--- src/srmi_cfg.svh ---
// timing and address constants of the shared rom/ram memory interface
`ifndef SRMI_CFG_SVH
`define SRMI_CFG_SVH

`define SRMI_ADDR_W 19
`define SRMI_DATA_W 16
`define SRMI_CNT_W 3

`define SRMI_XTAL_KHZ 9600
`define SRMI_CORE_KHZ 38400
`define SRMI_CLK_NS 20

// least times, rounded up to whole cycles
`define SRMI_T_RC_NS 130
`define SRMI_T_CSOE_NS 45
`define SRMI_T_CSWE_NS 40
`define SRMI_ACC_CYC ((`SRMI_T_RC_NS + `SRMI_CLK_NS - 1) / `SRMI_CLK_NS)
`define SRMI_OE_CYC ((`SRMI_T_CSOE_NS + `SRMI_CLK_NS - 1) / `SRMI_CLK_NS)
`define SRMI_WE_CYC ((`SRMI_T_CSWE_NS + `SRMI_CLK_NS - 1) / `SRMI_CLK_NS)

// byte-wide ram phases, counted from the select edge
`define SRMI_NR_LO_CYC 3
`define SRMI_NR_RBS_CYC 4
`define SRMI_NW_LO_WE_CYC 1
`define SRMI_NW_RBS_CYC 3
`define SRMI_NW_HI_WE_CYC 5

`define SRMI_BOOT_ADDR 19'h00100

`endif

--- src/srmi_pkg.sv ---
// types of the shared rom/ram memory interface
`include "srmi_cfg.svh"
package srmi_pkg;
  typedef logic [`SRMI_CNT_W-1:0] srmi_cnt_t;
  typedef logic [`SRMI_ADDR_W-1:0] srmi_addr_t;
  typedef logic [`SRMI_DATA_W-1:0] srmi_data_t;
  typedef struct packed {
    logic write;
    logic ram;
    srmi_addr_t addr;
    srmi_data_t wdata;
  } srmi_req_t;
  typedef enum logic [1:0] {OWN_DSP, OWN_CPU, OWN_BOOT} srmi_owner_t;
  typedef enum logic {ST_IDLE, ST_ACCESS} srmi_state_t;
endpackage

--- src/srmi_arb.sv ---
// round-robin arbiter between the two processors
`timescale 1ns/1ps
`default_nettype none
module srmi_arb (
  input wire logic clk_i,
  input wire logic rst_n_i,
  input wire logic [1:0] req_i,
  output logic [1:0] gnt_o
);
  logic last_q;

  // the side that did not win last time has priority on a tie
  always_comb begin
    gnt_o = 2'h0;
    if (req_i == 2'h3) begin
      gnt_o = last_q ? 2'h1 : 2'h2;
    end else begin
      gnt_o = req_i;
    end
  end

  always_ff @(posedge clk_i) begin
    if (!rst_n_i) begin
      last_q <= 1'b1;
    end else if (|gnt_o) begin
      last_q <= gnt_o[1];
    end
  end
endmodule
`default_nettype wire

--- src/srmi_top.sv ---
// shared rom/ram external memory sequencer with boot fetch and power-down
`timescale 1ns/1ps
`default_nettype none
`include "srmi_cfg.svh"
module srmi_top (
  input wire logic CLK_SYS_I,
  input wire logic RST_N_I,
  input wire logic POWER_DOWN_N_I,
  input wire logic RAM_WIDE_I,
  input wire logic SYNTH_RUN_I,
  input wire logic DSP_REQ_VALID_I,
  input wire srmi_pkg::srmi_req_t DSP_REQ_I,
  output logic DSP_REQ_READY_O,
  output logic DSP_RSP_VALID_O,
  input wire logic CPU_REQ_VALID_I,
  input wire srmi_pkg::srmi_req_t CPU_REQ_I,
  output logic CPU_REQ_READY_O,
  output logic CPU_RSP_VALID_O,
  output srmi_pkg::srmi_data_t RSP_DATA_O,
  output srmi_pkg::srmi_addr_t MEM_ADDR_O,
  input wire srmi_pkg::srmi_data_t MEM_DATA_I,
  output srmi_pkg::srmi_data_t MEM_DATA_O,
  output logic MEM_DATA_OE_O,
  output logic PIN_OE_O,
  output logic ROM_SELECT_N_O,
  output logic RAM_SELECT_N_O,
  output logic MEM_READ_ENABLE_N_O,
  output logic RAM_WRITE_N_O,
  output logic RAM_BYTE_SEL_O,
  output logic RUN_O,
  output logic OSC_ENABLE_O
);
  import srmi_pkg::*;

  localparam srmi_cnt_t ACC_LAST = srmi_cnt_t'(`SRMI_ACC_CYC - 1);
  localparam srmi_cnt_t OE_CYC = srmi_cnt_t'(`SRMI_OE_CYC);
  localparam srmi_cnt_t WE_CYC = srmi_cnt_t'(`SRMI_WE_CYC);
  localparam srmi_cnt_t NR_LO = srmi_cnt_t'(`SRMI_NR_LO_CYC);
  localparam srmi_cnt_t NR_RBS = srmi_cnt_t'(`SRMI_NR_RBS_CYC);
  localparam srmi_cnt_t NW_LO_WE = srmi_cnt_t'(`SRMI_NW_LO_WE_CYC);
  localparam srmi_cnt_t NW_RBS = srmi_cnt_t'(`SRMI_NW_RBS_CYC);
  localparam srmi_cnt_t NW_HI_WE = srmi_cnt_t'(`SRMI_NW_HI_WE_CYC);

  srmi_state_t state_q;
  srmi_cnt_t cnt_q;
  srmi_cnt_t cnt_n;
  srmi_owner_t owner_q;
  srmi_owner_t owner_d;
  srmi_req_t req_q;
  srmi_req_t acc_d;
  srmi_req_t cur;
  srmi_addr_t addr_q;
  srmi_data_t dout_q;
  srmi_data_t dout_d;
  srmi_data_t rdata_q;
  logic [1:0] gnt;
  logic boot_pend_q;
  logic pd_q;
  logic run_q;
  logic start;
  logic last;
  logic act_n;
  logic narrow;
  logic rom_cs_n_q;
  logic ram_cs_n_q;
  logic oe_n_q;
  logic we_n_q;
  logic rbs_q;
  logic dout_en_q;
  logic rom_cs_n_d;
  logic ram_cs_n_d;
  logic oe_n_d;
  logic we_n_d;
  logic rbs_d;
  logic dout_en_d;
  logic rsp_dsp_q;
  logic rsp_cpu_q;

  // processors compete only once the boot fetch has gone out
  srmi_arb u_arb (
    .clk_i(CLK_SYS_I),
    .rst_n_i(RST_N_I),
    .req_i({CPU_REQ_VALID_I, DSP_REQ_VALID_I}
           & {2{state_q == ST_IDLE && !boot_pend_q && !pd_q}}),
    .gnt_o(gnt)
  );

  assign DSP_REQ_READY_O = gnt[0];
  assign CPU_REQ_READY_O = gnt[1];
  assign start = state_q == ST_IDLE && !pd_q && (boot_pend_q || |gnt);
  assign last = state_q == ST_ACCESS && cnt_q == ACC_LAST;
  assign narrow = !RAM_WIDE_I;

  always_comb begin
    owner_d = OWN_BOOT;
    acc_d = '0;
    acc_d.addr = `SRMI_BOOT_ADDR;
    if (!boot_pend_q) begin
      owner_d = gnt[1] ? OWN_CPU : OWN_DSP;
      acc_d = gnt[1] ? CPU_REQ_I : DSP_REQ_I;
      // the rom is never written: a rom write runs as a read
      acc_d.write = acc_d.write & acc_d.ram;
    end
  end

  // reset arrives already cleaned by the schmitt pad stage
  always_ff @(posedge CLK_SYS_I) begin
    if (!RST_N_I) begin
      state_q <= ST_IDLE;
      cnt_q <= '0;
    end else if (pd_q) begin
      state_q <= ST_IDLE;
      cnt_q <= '0;
    end else if (start) begin
      state_q <= ST_ACCESS;
      cnt_q <= '0;
    end else if (last) begin
      state_q <= ST_IDLE;
    end else if (state_q == ST_ACCESS) begin
      cnt_q <= cnt_q + srmi_cnt_t'(1);
    end
  end

  always_ff @(posedge CLK_SYS_I) begin
    if (!RST_N_I) begin
      req_q <= '0;
      owner_q <= OWN_BOOT;
      boot_pend_q <= 1'b1;
    end else if (start) begin
      req_q <= acc_d;
      owner_q <= owner_d;
      boot_pend_q <= 1'b0;
    end
  end

  // strobes are computed for the coming cycle and registered
  always_comb begin
    cur = start ? acc_d : req_q;
    act_n = start || (state_q == ST_ACCESS && !last && !pd_q);
    cnt_n = start ? '0 : cnt_q + srmi_cnt_t'(1);
    rom_cs_n_d = !(act_n && !cur.ram);
    ram_cs_n_d = !(act_n && cur.ram);
    oe_n_d = !(act_n && !cur.write && cnt_n >= OE_CYC);
    rbs_d = act_n && cur.ram && narrow
            && cnt_n >= (cur.write ? NW_RBS : NR_RBS);
    if (narrow) begin
      we_n_d = !(act_n && cur.write
                 && (cnt_n == NW_LO_WE || cnt_n == NW_HI_WE));
    end else begin
      we_n_d = !(act_n && cur.write && cnt_n >= WE_CYC
                 && cnt_n < ACC_LAST);
    end
    dout_en_d = act_n && cur.write;
    dout_d = cur.wdata;
    if (narrow && cnt_n >= NW_RBS) begin
      dout_d = {cur.wdata[15:8], cur.wdata[15:8]};
    end
  end

  always_ff @(posedge CLK_SYS_I) begin
    if (!RST_N_I) begin
      rom_cs_n_q <= 1'b1;
      ram_cs_n_q <= 1'b1;
      oe_n_q <= 1'b1;
      we_n_q <= 1'b1;
      rbs_q <= 1'b0;
      dout_en_q <= 1'b0;
    end else begin
      rom_cs_n_q <= rom_cs_n_d;
      ram_cs_n_q <= ram_cs_n_d;
      oe_n_q <= oe_n_d;
      we_n_q <= we_n_d;
      rbs_q <= rbs_d;
      dout_en_q <= dout_en_d;
    end
  end

  // address and write data hold between accesses to spare pin toggles
  always_ff @(posedge CLK_SYS_I) begin
    if (!RST_N_I) begin
      addr_q <= '0;
      dout_q <= '0;
    end else begin
      if (start) begin
        addr_q <= acc_d.addr;
      end
      if (dout_en_d) begin
        dout_q <= dout_d;
      end
    end
  end

  // byte ram: low byte sampled before byte select rises, high at end
  always_ff @(posedge CLK_SYS_I) begin
    if (!RST_N_I) begin
      rdata_q <= '0;
    end else if (state_q == ST_ACCESS && !req_q.write && !pd_q) begin
      if (narrow && req_q.ram && cnt_q == NR_LO) begin
        rdata_q[7:0] <= MEM_DATA_I[7:0];
      end else if (last) begin
        if (narrow && req_q.ram) begin
          rdata_q[15:8] <= MEM_DATA_I[7:0];
        end else begin
          rdata_q <= MEM_DATA_I;
        end
      end
    end
  end

  always_ff @(posedge CLK_SYS_I) begin
    if (!RST_N_I) begin
      rsp_dsp_q <= 1'b0;
      rsp_cpu_q <= 1'b0;
    end else begin
      rsp_dsp_q <= last && !pd_q && owner_q == OWN_DSP;
      rsp_cpu_q <= last && !pd_q && owner_q != OWN_DSP;
    end
  end

  // power-down sticks until the next reset; releasing the pin alone
  // does not wake the part
  always_ff @(posedge CLK_SYS_I) begin
    if (!RST_N_I) begin
      pd_q <= 1'b0;
    end else if (!POWER_DOWN_N_I) begin
      pd_q <= 1'b1;
    end
  end

  always_ff @(posedge CLK_SYS_I) begin
    if (!RST_N_I) begin
      run_q <= 1'b0;
    end else begin
      run_q <= SYNTH_RUN_I && !boot_pend_q && !pd_q;
    end
  end

  assign MEM_ADDR_O = addr_q;
  assign MEM_DATA_O = dout_q;
  assign MEM_DATA_OE_O = dout_en_q && !pd_q;
  assign PIN_OE_O = !pd_q;
  assign OSC_ENABLE_O = !pd_q;
  assign ROM_SELECT_N_O = rom_cs_n_q;
  assign RAM_SELECT_N_O = ram_cs_n_q;
  assign MEM_READ_ENABLE_N_O = oe_n_q;
  assign RAM_WRITE_N_O = we_n_q;
  assign RAM_BYTE_SEL_O = rbs_q;
  assign RUN_O = run_q;
  assign RSP_DATA_O = rdata_q;
  assign DSP_RSP_VALID_O = rsp_dsp_q;
  assign CPU_RSP_VALID_O = rsp_cpu_q;
endmodule
`default_nettype wire

--- config.mk ---
export PLATFORM = sky130hd
export DESIGN_NAME = srmi_top
export DESIGN_NICKNAME = d
export VERILOG_FILES = /design/src/srmi_pkg.sv /design/src/srmi_arb.sv /design/src/srmi_top.sv
export VERILOG_INCLUDE_DIRS = /design/src /design/src/src
export SDC_FILE = /design/constraint.sdc
export NUM_CORES = 1
export LEC_CHECK = 0
export ABC_AREA = 1
export BUFFER_PORTS_ARGS = -buffer_cell sky130_fd_sc_hd__clkbuf_2
export CAP_MARGIN = 20
export CORE_ASPECT_RATIO = 0.7
export CORE_MARGIN = 10
export CORE_UTILIZATION = 30
export CTS_CLUSTER_DIAMETER = 150
export DETAILED_ROUTE_END_ITERATION = 12
export GPL_TIMING_DRIVEN = 0
export HOLD_SLACK_MARGIN = 0.06
export PLACE_DENSITY = 0.57
export SLEW_MARGIN = 20
export SYNTH_ARGS = -nofsm -noshare
export SYNTH_HDL_FRONTEND = slang
export SYNTH_HIERARCHICAL = 1
export SYNTH_SLANG_ARGS = --single-unit
--- constraint.sdc ---
create_clock -name CLK_SYS_I -period 4.75 [get_ports CLK_SYS_I]
set_input_delay 0.7125 -clock CLK_SYS_I [delete_from_list [all_inputs] [get_ports CLK_SYS_I]]
set_output_delay 0.7125 -clock CLK_SYS_I [all_outputs]
set_load 0.01 [all_outputs]
==> out/metrics.csv, run 1 <==
stage,metric,value,unit
logic_synthesis,Post-Syn Nets,723,
final_layout,"Cell Count, Final, Fillers Out",986,
logic_synthesis,mapped cell area,0.004265,mm^2
run,max_cap viols,0,
timing,setup TNS,0,ns
setup_path,worst path cell trace,nor2_4 > inv_1 > nor2_1 > inv_1 > nor2_1 > a21boi_1 > inv_2 > nand3_2 > nand2_4 > buf_2 > buf_2 > nand2_1 > inv_1 > ha_1 > a21oi_1 > nor2_1 > o21ai_0 > nor2_1,
hold_path,Hold Path Class,reg -> reg,
place,Port Buffers,160,
setup_path,WP data required,4.97,ns
route,drt pass-1 iters,4,
power,Leak,2.912,nW
timing,final hold violation count,0,
logic_synthesis,YS warnings,6,
setup_path,crit path from,pd_q$_SDFFE_PN0N_,
logic_synthesis,area share of the largest cell type after synthesis,40.83,%
clocking,Clock Sinks,87,
setup_path,critical path arrival,3.21,ns
clocking,Clock Path Buffers,2,
logic_synthesis,Main synth FF type,dfxtp_1,
logic_synthesis,register bit total from synthesis,87,
clocking,H-tree Lvls,3,
timing,min Tclk post-route,2.983,ns
timing,worst clock skew,0.01174,ns
setup_path,capture point of the worst reg-to-reg path,RAM_BYTE_SEL_O$_SDFF_PN0_,
logic_synthesis,post-synthesis cell count,620,
final_layout,n_diodes,0,
outcome,status,"finished, final reports clean",
floorplan,I/O pin total,161,
final_layout,share of layout cells above drive strength 1,30.15,%
place,pre-CTS WS,1.748,ns
global_routing,initial antenna violation count,0,
place,Inst Count DP,970,
global_routing,vias in the first global route,4281,
timing,period utilization,62.81,%
setup_path,crit-path max FO,10,
place,Placed Area,0.005304,mm^2
global_routing,largest net degree at the start of global routing,14,
route,final WL,13860,um
route,DR DRC count,0,
clocking,TritonCTS buffer count,9,
timing,Setup-failing EPs final,0,
clocking,CTS tree,built,
setup_path,critical path's largest stage delay,0.37,ns
setup_path,r2r setup slk,1.77,ns
setup_path,CP Class,reg -> reg,
clocking,Worst-path clk slew,0.06,ns
logic_synthesis,Synth async-reset ratio,0,%
final_layout,final net count,894,
logic_synthesis,Yosys top cell by area,dfxtp_1,
global_routing,Tot GR Track Use,14.05,%
logic_synthesis,Synth cell types,30,
global_routing,grt total ovfl,0,
timing,fin. max-slew vios,0,
floorplan,die area,0.01946,mm^2
route,number of routed nets with antenna violations,0,
setup_path,"Slowest-stage cell, CP",dfxtp_1,
clocking,cts repair resizes,0,
timing,relative slew slack,62.89,%
floorplan,core area,0.01392,mm^2
setup_path,cell mode on critical path,nor2_1,
timing,RSZ-0062 raised after global routing,no,
logic_synthesis,Post-synth EDFFs,0,
final_layout,Final Cell Area,0.005629,mm^2
timing,worst setup slack after layout,1.767,ns
setup_path,Reg2Reg Depth,18,
logic_synthesis,Synth area leaders,"dfxtp_1, nand2_1, a21oi_1",
clocking,clk root buf,clkbuf_16,
route,DR vias,4250,
power,Max VDD drop,214.9,uV
route,DRT iter0 DRCs,253,
logic_synthesis,sequential fraction of the synthesis area,40.83,%
logic_synthesis,top-count cell post-synth,nand2_1,
clocking,Post-CTS Repair Setup Buffers,0,
route,Via density,4.310,
floorplan,FP Rows,36,
setup_path,Startpoint Class,flip-flop,
final_layout,Finished Core Util,40.44,%
floorplan,die height,119.8,um
floorplan,Initial Util,30.65,%
setup_path,CP endpoint,RAM_BYTE_SEL_O$_SDFF_PN0_,
clocking,Hold Buf Count CTS,0,
final_layout,Area Growth Syn to Fin,31.97,%
place,GPL Wtd Cong,0.8025,
setup_path,reg-to-reg startpoint,pd_q$_SDFFE_PN0N_,
timing,Fmax,335.2,MHz
clocking,clk_lat worst skew,0.34,ns
logic_synthesis,Post-synth top cells,"nand2_1, dfxtp_1, nor2_1, inv_1, a21oi_1",
global_routing,first-pass GRT wire length,22170,um
logic_synthesis,"Avg Cell Area, Syn",6.880,um^2
floorplan,Die Width,162.5,um
route,WL/cell,14.05,um
place,dpl hpwl,11210,um
power,PwrDens,326.3,mW/mm^2
timing,actual slew at the worst max-slew pin,0.5566,ns
setup_path,Crit. End Element,flip-flop,
-- registers in the layout, summed over array words and instances (netlist names), 2 cells and up --
register    cells
req_q          18
MEM_ADDR_O     19
RSP_DATA_O     16
owner_q         2
MEM_DATA_O     16
cnt_q           3
-- cell usage in the layout, fill, tap and decap left out, types with 2 or more instances in the layout --
| cell | instances |
|---|---|
| a21oi_1 | 58 |
| a31oi_1 | 9 |
| buf_2 | 15 |
| buf_4 | 23 |
| buf_6 | 3 |
| bufinv_16 | 2 |
| clkbuf_1 | 11 |
| clkbuf_16 | 9 |
| clkbuf_2 | 160 |
| clkbuf_8 | 2 |
| clkinv_2 | 2 |
| dfxtp_1 | 87 |
| ha_1 | 6 |
| inv_1 | 60 |
| inv_2 | 4 |
| nand2_1 | 158 |
| nand2_2 | 5 |
| nand2_4 | 5 |
| nand3_1 | 13 |
| nand3_2 | 2 |
| nor2_1 | 75 |
| nor2_4 | 4 |
| nor3_1 | 18 |
| o21ai_0 | 48 |
| o21ai_1 | 8 |
-- worst min-delay path by stage --
| stage | slack [ns] | cells past startpoint | to | from |
|---|---|---|---|---|
| finish | 0.45 | 2 | RSP_DATA_O[6]$_SDFFE_PN0P_ | RSP_DATA_O[6]$_SDFFE_PN0P_ |
| detailed placement | 0.44 | 1 | DSP_RSP_VALID_O$_SDFF_PN0_ | owner_q[1]$_SDFFE_PN1P_ |
| global route | 0.46 | 2 | RSP_DATA_O[2]$_SDFFE_PN0P_ | RSP_DATA_O[2]$_SDFFE_PN0P_ |
| CTS | 0.45 | 2 | RSP_DATA_O[2]$_SDFFE_PN0P_ | RSP_DATA_O[2]$_SDFFE_PN0P_ |
| floorplan | 0.42 | 1 | DSP_RSP_VALID_O$_SDFF_PN0_ | owner_q[0]$_SDFFE_PN0P_ |
| global placement | 0.44 | 2 | RSP_DATA_O[1]$_SDFFE_PN0P_ | RSP_DATA_O[1]$_SDFFE_PN0P_ |
-- critical path, delay by kind of cell, from the launching register on --
kind                       cells  cell delay (ns)
AOI/OAI and AO/OA              3             0.65
and+or+nand+nor                8             0.89
buffers and inverters          6             0.71
DFF                            1             0.37
adders and majority gates      1             0.27
-- metrics by stage --
step	total power [mW]	hold WS, ns
2_1_floorplan	0.9686	0.4150
3_3_place_gp	1.081	0.4356
3_5_place_dp	1.082	0.4375
4_1_cts	1.865	0.4486
5_1_grt	1.933	0.4584
6_report	1.837	0.4450
-- power breakdown --
part           switching (mW)  internal [mW]  leakage (nW)
registers              0.0129          0.757         0.706
logic                   0.182          0.112          2.05
clock network           0.284          0.489         0.160
total                   0.478           1.36          2.91
-- metal layers --
layer / track usage [%] / share of wire, %
met1: 18.49 / 48
met3: 4.611 / 6.7
met4: 2.948 / 0.41
met5: 0 / 0
met2: 21.96 / 45
-- layout make-up --
| cell class | count | area (um^2) |
|---|---|---|
| timing repair buffer | 160 | 800.8 |
| clock inverter | 3 | 65.06 |
| sequential | 87 | 1742 |
| multi-input combinational | 415 | 1949 |
| tap | 190 | 237.7 |
| clock buffer | 13 | 260.3 |
| buffer | 51 | 319.1 |
| inverter | 67 | 255.2 |
| fill | 1497 | 8289 |
-- logic make-up after synthesis --
family          Yosys count  synth area share [%]
flops                    87                 40.83
buf+inv                 118                 13.46
compound gates          127                 15.69
simple gates            282                 28.25
fa+ha+maj                 6                 1.760
Power figures use the tool's default switching activity.
==> inputs of run 2 (changes only) <==
==> constraint.sdc (replaced) <==
create_clock -name CLK_SYS_I -period 2.95 [get_ports CLK_SYS_I]
set_input_delay 0.4425 -clock CLK_SYS_I [delete_from_list [all_inputs] [get_ports CLK_SYS_I]]
set_output_delay 0.4425 -clock CLK_SYS_I [all_outputs]
set_load 0.01 [all_outputs]
==> out/metrics.csv, run 2 (synthesis gave the netlist of run 1 again) <==
stage,metric,value,unit
final_layout,"commonest non-fill, non-tap cell in the layout",clkbuf_2,
timing,RSZ-0062 raised after global routing,no,
setup_path,reg-to-reg startpoint,state_q$_SDFFE_PP0P_,
floorplan,die area,0.01946,mm^2
setup_path,CP Class,reg -> reg,
route,DR DRC count,0,
setup_path,WP data required,3.18,ns
timing,min Tclk post-route,2.670,ns
floorplan,I/O pin total,161,
power,Leak,2.919,nW
final_layout,Area Growth Syn to Fin,32.80,%
setup_path,worst path bufs/invs,6,
timing,worst clock skew,0.007503,ns
place,Placed Area,0.005304,mm^2
route,Via density,4.335,
final_layout,"Cell Count, Final, Fillers Out",987,
final_layout,n_diodes,0,
setup_path,worst path cell trace,nor2_4 > inv_1 > nor2_2 > inv_1 > nor2_2 > a21boi_4 > inv_2 > nand3_2 > nand2_4 > buf_2 > clkbuf_4 > nand2_1 > inv_1 > ha_1 > a21oi_1 > nor2_1 > o21ai_0 > nor2_1,
power,Max VDD drop,345.9,uV
clocking,H-tree Lvls,3,
outcome,status,"finished, final reports clean",
clocking,clk_lat worst skew,0.34,ns
clocking,CTS tree,built,
global_routing,vias in the first global route,4291,
timing,final hold violation count,0,
clocking,Clock Sinks,87,
global_routing,largest net degree at the start of global routing,14,
clocking,Worst-path clk slew,0.06,ns
setup_path,crit-path max FO,10,
power,PwrDens,524.2,mW/mm^2
setup_path,critical path arrival,2.90,ns
global_routing,Tot GR Track Use,14.07,%
setup_path,Crit. End Element,flip-flop,
floorplan,FP Rows,36,
global_routing,grt total ovfl,0,
place,GPL Wtd Cong,0.8025,
place,Port Buffers,160,
global_routing,first-pass GRT wire length,22220,um
timing,Setup-failing EPs final,0,
place,dpl hpwl,11210,um
hold_path,Hold Path Stages,2,
setup_path,"delay-heaviest family, CP",simple AND/OR/NAND/NOR gates,
final_layout,Final Cell Area,0.005664,mm^2
final_layout,most frequent cells in the layout,"clkbuf_2, nand2_1, dfxtp_1",
clocking,clk root buf,clkbuf_16,
route,drt pass-1 iters,4,
final_layout,number of fillers in the final layout,1496,
global_routing,initial antenna violation count,0,
setup_path,cell mode on critical path,inv_1,
timing,actual slew at the worst max-slew pin,0.5599,ns
setup_path,"Slowest-stage cell, CP",dfxtp_1,
run,max_cap viols,0,
timing,Fmax,374.5,MHz
timing,fin. max-slew vios,0,
clocking,Hold Buf Count CTS,0,
setup_path,Startpoint Class,flip-flop,
route,DR vias,4279,
floorplan,Die Width,162.5,um
final_layout,max reg flops,19,
clocking,TritonCTS buffer count,9,
setup_path,capture point of the worst reg-to-reg path,RAM_BYTE_SEL_O$_SDFF_PN0_,
setup_path,CP endpoint,RAM_BYTE_SEL_O$_SDFF_PN0_,
floorplan,die height,119.8,um
route,DRT iter0 DRCs,221,
floorplan,core area,0.01392,mm^2
route,final WL,13900,um
route,WL/cell,14.09,um
final_layout,area taken by multi-input logic gates,0.001973,mm^2
clocking,Clock Path Buffers,2,
setup_path,r2r setup slk,0.28,ns
setup_path,critical path's largest stage delay,0.35,ns
setup_path,CP Depth,18,
final_layout,share of layout cells above drive strength 1,30.87,%
place,Inst Count DP,970,
setup_path,Reg2Reg Depth,18,
final_layout,final net count,895,
setup_path,crit path from,state_q$_SDFFE_PP0P_,
timing,period utilization,90.52,%
floorplan,Initial Util,30.65,%
hold_path,Hold Path Class,in -> reg,
timing,relative slew slack,62.68,%
final_layout,Reg area,0.001743,mm^2
route,number of routed nets with antenna violations,0,
==> run 2: changes by cell type in the layout (fill, tap and decap cells not counted) <==
cell | previous run | this run
nor2_2 | 0 | 2
buf_4 | 23 | 24
a21boi_1 | 1 | 0
nor2_1 | 75 | 72
buf_2 | 15 | 14
a21boi_4 | 0 | 1
clkbuf_4 | 0 | 1
dfxtp_2 | 0 | 1
dfxtp_1 | 87 | 86
nor2_4 | 4 | 5
==> run 2: repair_timing <==
item                       CTS  global route
pin swaps                    0             1
resized for setup            1             7
gates cloned                 0             0
setup buffers                0             1
setup endpoints to repair    1             2
==> run 2: how the worst min path moves through the flow <==
stage	startpoint	endpoint	slack [ns]
6_report	POWER_DOWN_N_I	pd_q$_SDFFE_PN0N_	0.28
5_1_grt	POWER_DOWN_N_I	pd_q$_SDFFE_PN0N_	0.26
4_1_cts	POWER_DOWN_N_I	pd_q$_SDFFE_PN0N_	0.27
3_5_place_dp	owner_q[1]$_SDFFE_PN1P_	DSP_RSP_VALID_O$_SDFF_PN0_	0.44
3_3_place_gp	RSP_DATA_O[1]$_SDFFE_PN0P_	RSP_DATA_O[1]$_SDFFE_PN0P_	0.44
2_1_floorplan	owner_q[0]$_SDFFE_PN0P_	DSP_RSP_VALID_O$_SDFF_PN0_	0.42
==> run 2: area by class of cell <==
class                      instances  share of cell area, %
tap                              190                  4.197
inverter                          67                  4.506
sequential                        87                  30.77
buffer                            51                  5.677
clock inverter                     3                  1.149
timing repair buffer             161                  14.27
clock buffer                      13                  4.595
multi-input combinational        415                  34.84
==> run 2: layer usage <==
metal | routed length, um | GRT usage (%) | vias up
met5 | 0 | 0 | -
met4 | 55 | 2.948 | 0
met3 | 890 | 4.611 | 4
met2 | 6179 | 22.03 | 100
met1 | 6777 | 18.49 | 1880
li1 | - | - | 2295
==> run 2: through the flow <==
step | hold slack (ns) | setup slack [ns] | power [mW] | utilization (%) | setup TNS (ns)
2_1_floorplan | 0.4150 | 0.2617 | 1.560 | - | 0
3_3_place_gp | 0.4356 | -0.03173 | 1.741 | 38.11 | -0.03173
3_5_place_dp | 0.4375 | -0.03909 | 1.743 | 38.11 | -0.03909
4_1_cts | 0.2733 | 0.04553 | 3.004 | 40.47 | 0
5_1_grt | 0.2648 | 0.005513 | 3.122 | 40.70 | 0
6_report | 0.2807 | 0.2797 | 2.969 | 40.70 | 0
==> run 2: report_power, final <==
part	switching [mW]	internal, mW	leakage (nW)
registers	0.0214	1.22	0.706
clock network	0.457	0.788	0.160
logic	0.298	0.186	2.05
==> inputs of run 3 (changes only) <==
--- a/config.mk
+++ b/config.mk
@@ -9,11 +9,12 @@
 export ABC_AREA = 1
 export BUFFER_PORTS_ARGS = -buffer_cell sky130_fd_sc_hd__clkbuf_2
 export CAP_MARGIN = 20
-export CORE_ASPECT_RATIO = 0.7
+export CORE_ASPECT_RATIO = 1.75
 export CORE_MARGIN = 10
 export CORE_UTILIZATION = 30
 export CTS_CLUSTER_DIAMETER = 150
 export DETAILED_ROUTE_END_ITERATION = 12
+export GPL_ROUTABILITY_DRIVEN = 0
 export GPL_TIMING_DRIVEN = 0
 export HOLD_SLACK_MARGIN = 0.06
 export PLACE_DENSITY = 0.57
==> out/metrics.csv, run 3 (synthesis gave the netlist of run 1 again) <==
stage,metric,value,unit
global_routing,largest net degree at the start of global routing,16,
final_layout,n_diodes,0,
setup_path,crit-path max FO,10,
outcome,status,"finished, final reports clean",
power,Tot Pwr,2.885,mW
clocking,Worst-path clk slew,0.06,ns
route,DR DRC count,0,
timing,worst clock skew,0.005177,ns
clocking,Hold Buf Count CTS,0,
route,drt pass-1 iters,4,
route,WL/cell,14.22,um
timing,fin. max-slew vios,0,
clocking,Clock Sinks,87,
final_layout,Finished Core Util,40.59,%
floorplan,Die Width,110.1,um
place,pre-CTS WS,-0.1127,ns
clocking,H-tree Lvls,3,
power,PwrDens,511.1,mW/mm^2
floorplan,I/O pin total,161,
place,Port Buffers,160,
floorplan,core area,0.01391,mm^2
setup_path,CP Class,reg -> reg,
global_routing,vias in the first global route,4470,
route,number of routed nets with antenna violations,0,
final_layout,Final Cell Area,0.005645,mm^2
route,DR vias,4292,
place,Placed Area,0.005288,mm^2
timing,Fmax,371.3,MHz
floorplan,die height,177.7,um
floorplan,die area,0.01957,mm^2
setup_path,worst path cell trace,nor2_4 > inv_1 > nor2_1 > inv_2 > nor2_4 > a21boi_4 > inv_2 > nand3_2 > nand2_4 > clkbuf_4 > buf_4 > nand2_1 > inv_1 > ha_1 > a21oi_1 > nor2_1 > o21ai_0 > nor2_1,
clocking,clk_lat worst skew,0.34,ns
place,dpl hpwl,11420,um
floorplan,Initial Util,30.67,%
global_routing,initial antenna violation count,0,
setup_path,cell mode on critical path,nor2_1,
clocking,clk root buf,clkbuf_16,
timing,relative slew slack,60.24,%
setup_path,Startpoint Class,flip-flop,
setup_path,critical path arrival,2.93,ns
route,DRT iter0 DRCs,152,
final_layout,final net count,896,
global_routing,Tot GR Track Use,14.49,%
timing,final hold violation count,0,
timing,actual slew at the worst max-slew pin,0.5964,ns
timing,period utilization,91.31,%
timing,Setup-failing EPs final,0,
place,Inst Count DP,957,
power,Leak,2.915,nW
timing,min Tclk post-route,2.694,ns
final_layout,"Cell Count, Final, Fillers Out",975,
power,Max VDD drop,293.1,uV
run,max_cap viols,0,
setup_path,Crit. End Element,flip-flop,
final_layout,most frequent cells in the layout,"clkbuf_2, nand2_1, dfxtp_1",
final_layout,Area Growth Syn to Fin,32.36,%
timing,setup TNS,0,ns
route,Via density,4.402,
setup_path,critical path's largest stage delay,0.36,ns
timing,hold slack final,0.2862,ns
hold_path,Hold Path Class,in -> reg,
final_layout,max reg flops,19,
clocking,CTS tree,built,
setup_path,WP data required,3.18,ns
final_layout,number of fillers in the final layout,1576,
setup_path,"Slowest-stage cell, CP",dfxtp_1,
final_layout,"commonest non-fill, non-tap cell in the layout",clkbuf_2,
route,final WL,13860,um
final_layout,share of layout cells above drive strength 1,31.20,%
global_routing,first-pass GRT wire length,22270,um
floorplan,FP Rows,57,
clocking,TritonCTS buffer count,9,
timing,RSZ-0062 raised after global routing,no,
timing,worst setup slack after layout,0.2565,ns
global_routing,grt total ovfl,0,
clocking,Clock Path Buffers,2,
run 3: cell count changes in the layout (fill, tap and decap cells not counted), moves of 2 or more:
| cell | change |
|---|---|
| buf_4 | +2 |
| clkinv_4 | +2 |
| clkbuf_1 | -2 |
| nor2_2 | -2 |
run 3: final cells by class:
cell class	count	area, um^2	share of cell area (%)
Timing Repair Buffer	162	815.8	14.45
Clock buffer	10	239.0	4.233
Inverter	67	255.2	4.521
Clock inverter	6	68.82	1.219
Multi-Input combinational cell	415	1979	35.06
Tap cell	177	221.5	3.923
Buffer	51	324.1	5.740
Sequential cell	87	1742	30.85
run 3: metal layers:
layer	global-route usage, %	share of wire (%)	up-vias
li1	-	-	2289
met1	15.74	40	1860
met2	25.55	50	131
met3	4.286	8.2	12
met4	5.323	1.5	0
met5	0	0	-
run 3: repair_timing:
action | 4_1_cts | 5_1_grt
endpoints found under the setup margin | 1 | 1
pin swaps | 0 | 1
setup buffers | 0 | 2
resized for setup | 3 | 8
run 3: power breakdown:
group	internal [mW]	switching, mW
clock network	0.683	0.482
registers	1.22	0.0222
logic	0.188	0.291
run 3: worst max-delay path: cells and delay by family (launching register included):
family	cells	cell delay, ns
AO/OA/AOI/OAI	3	0.53
adder cells (fa/ha/maj)	1	0.27
buffers and inverters	6	0.65
flip-flops	1	0.36
AND/OR/NAND/NOR	8	0.76
run 3: path summary, 6_finish.rpt:
path / from / endpoint / slack (ns) / cells past startpoint
setup reg to reg: state_q$_SDFFE_PP0P_ / RAM_BYTE_SEL_O$_SDFF_PN0_ / 0.26 / 18
hold / removal: POWER_DOWN_N_I / pd_q$_SDFFE_PN0N_ / 0.29 / 2
hold reg to reg: RSP_DATA_O[0]$_SDFFE_PN0P_ / RSP_DATA_O[0]$_SDFFE_PN0P_ / 0.45 / 2
setup / recovery: state_q$_SDFFE_PP0P_ / RAM_BYTE_SEL_O$_SDFF_PN0_ / 0.26 / 18
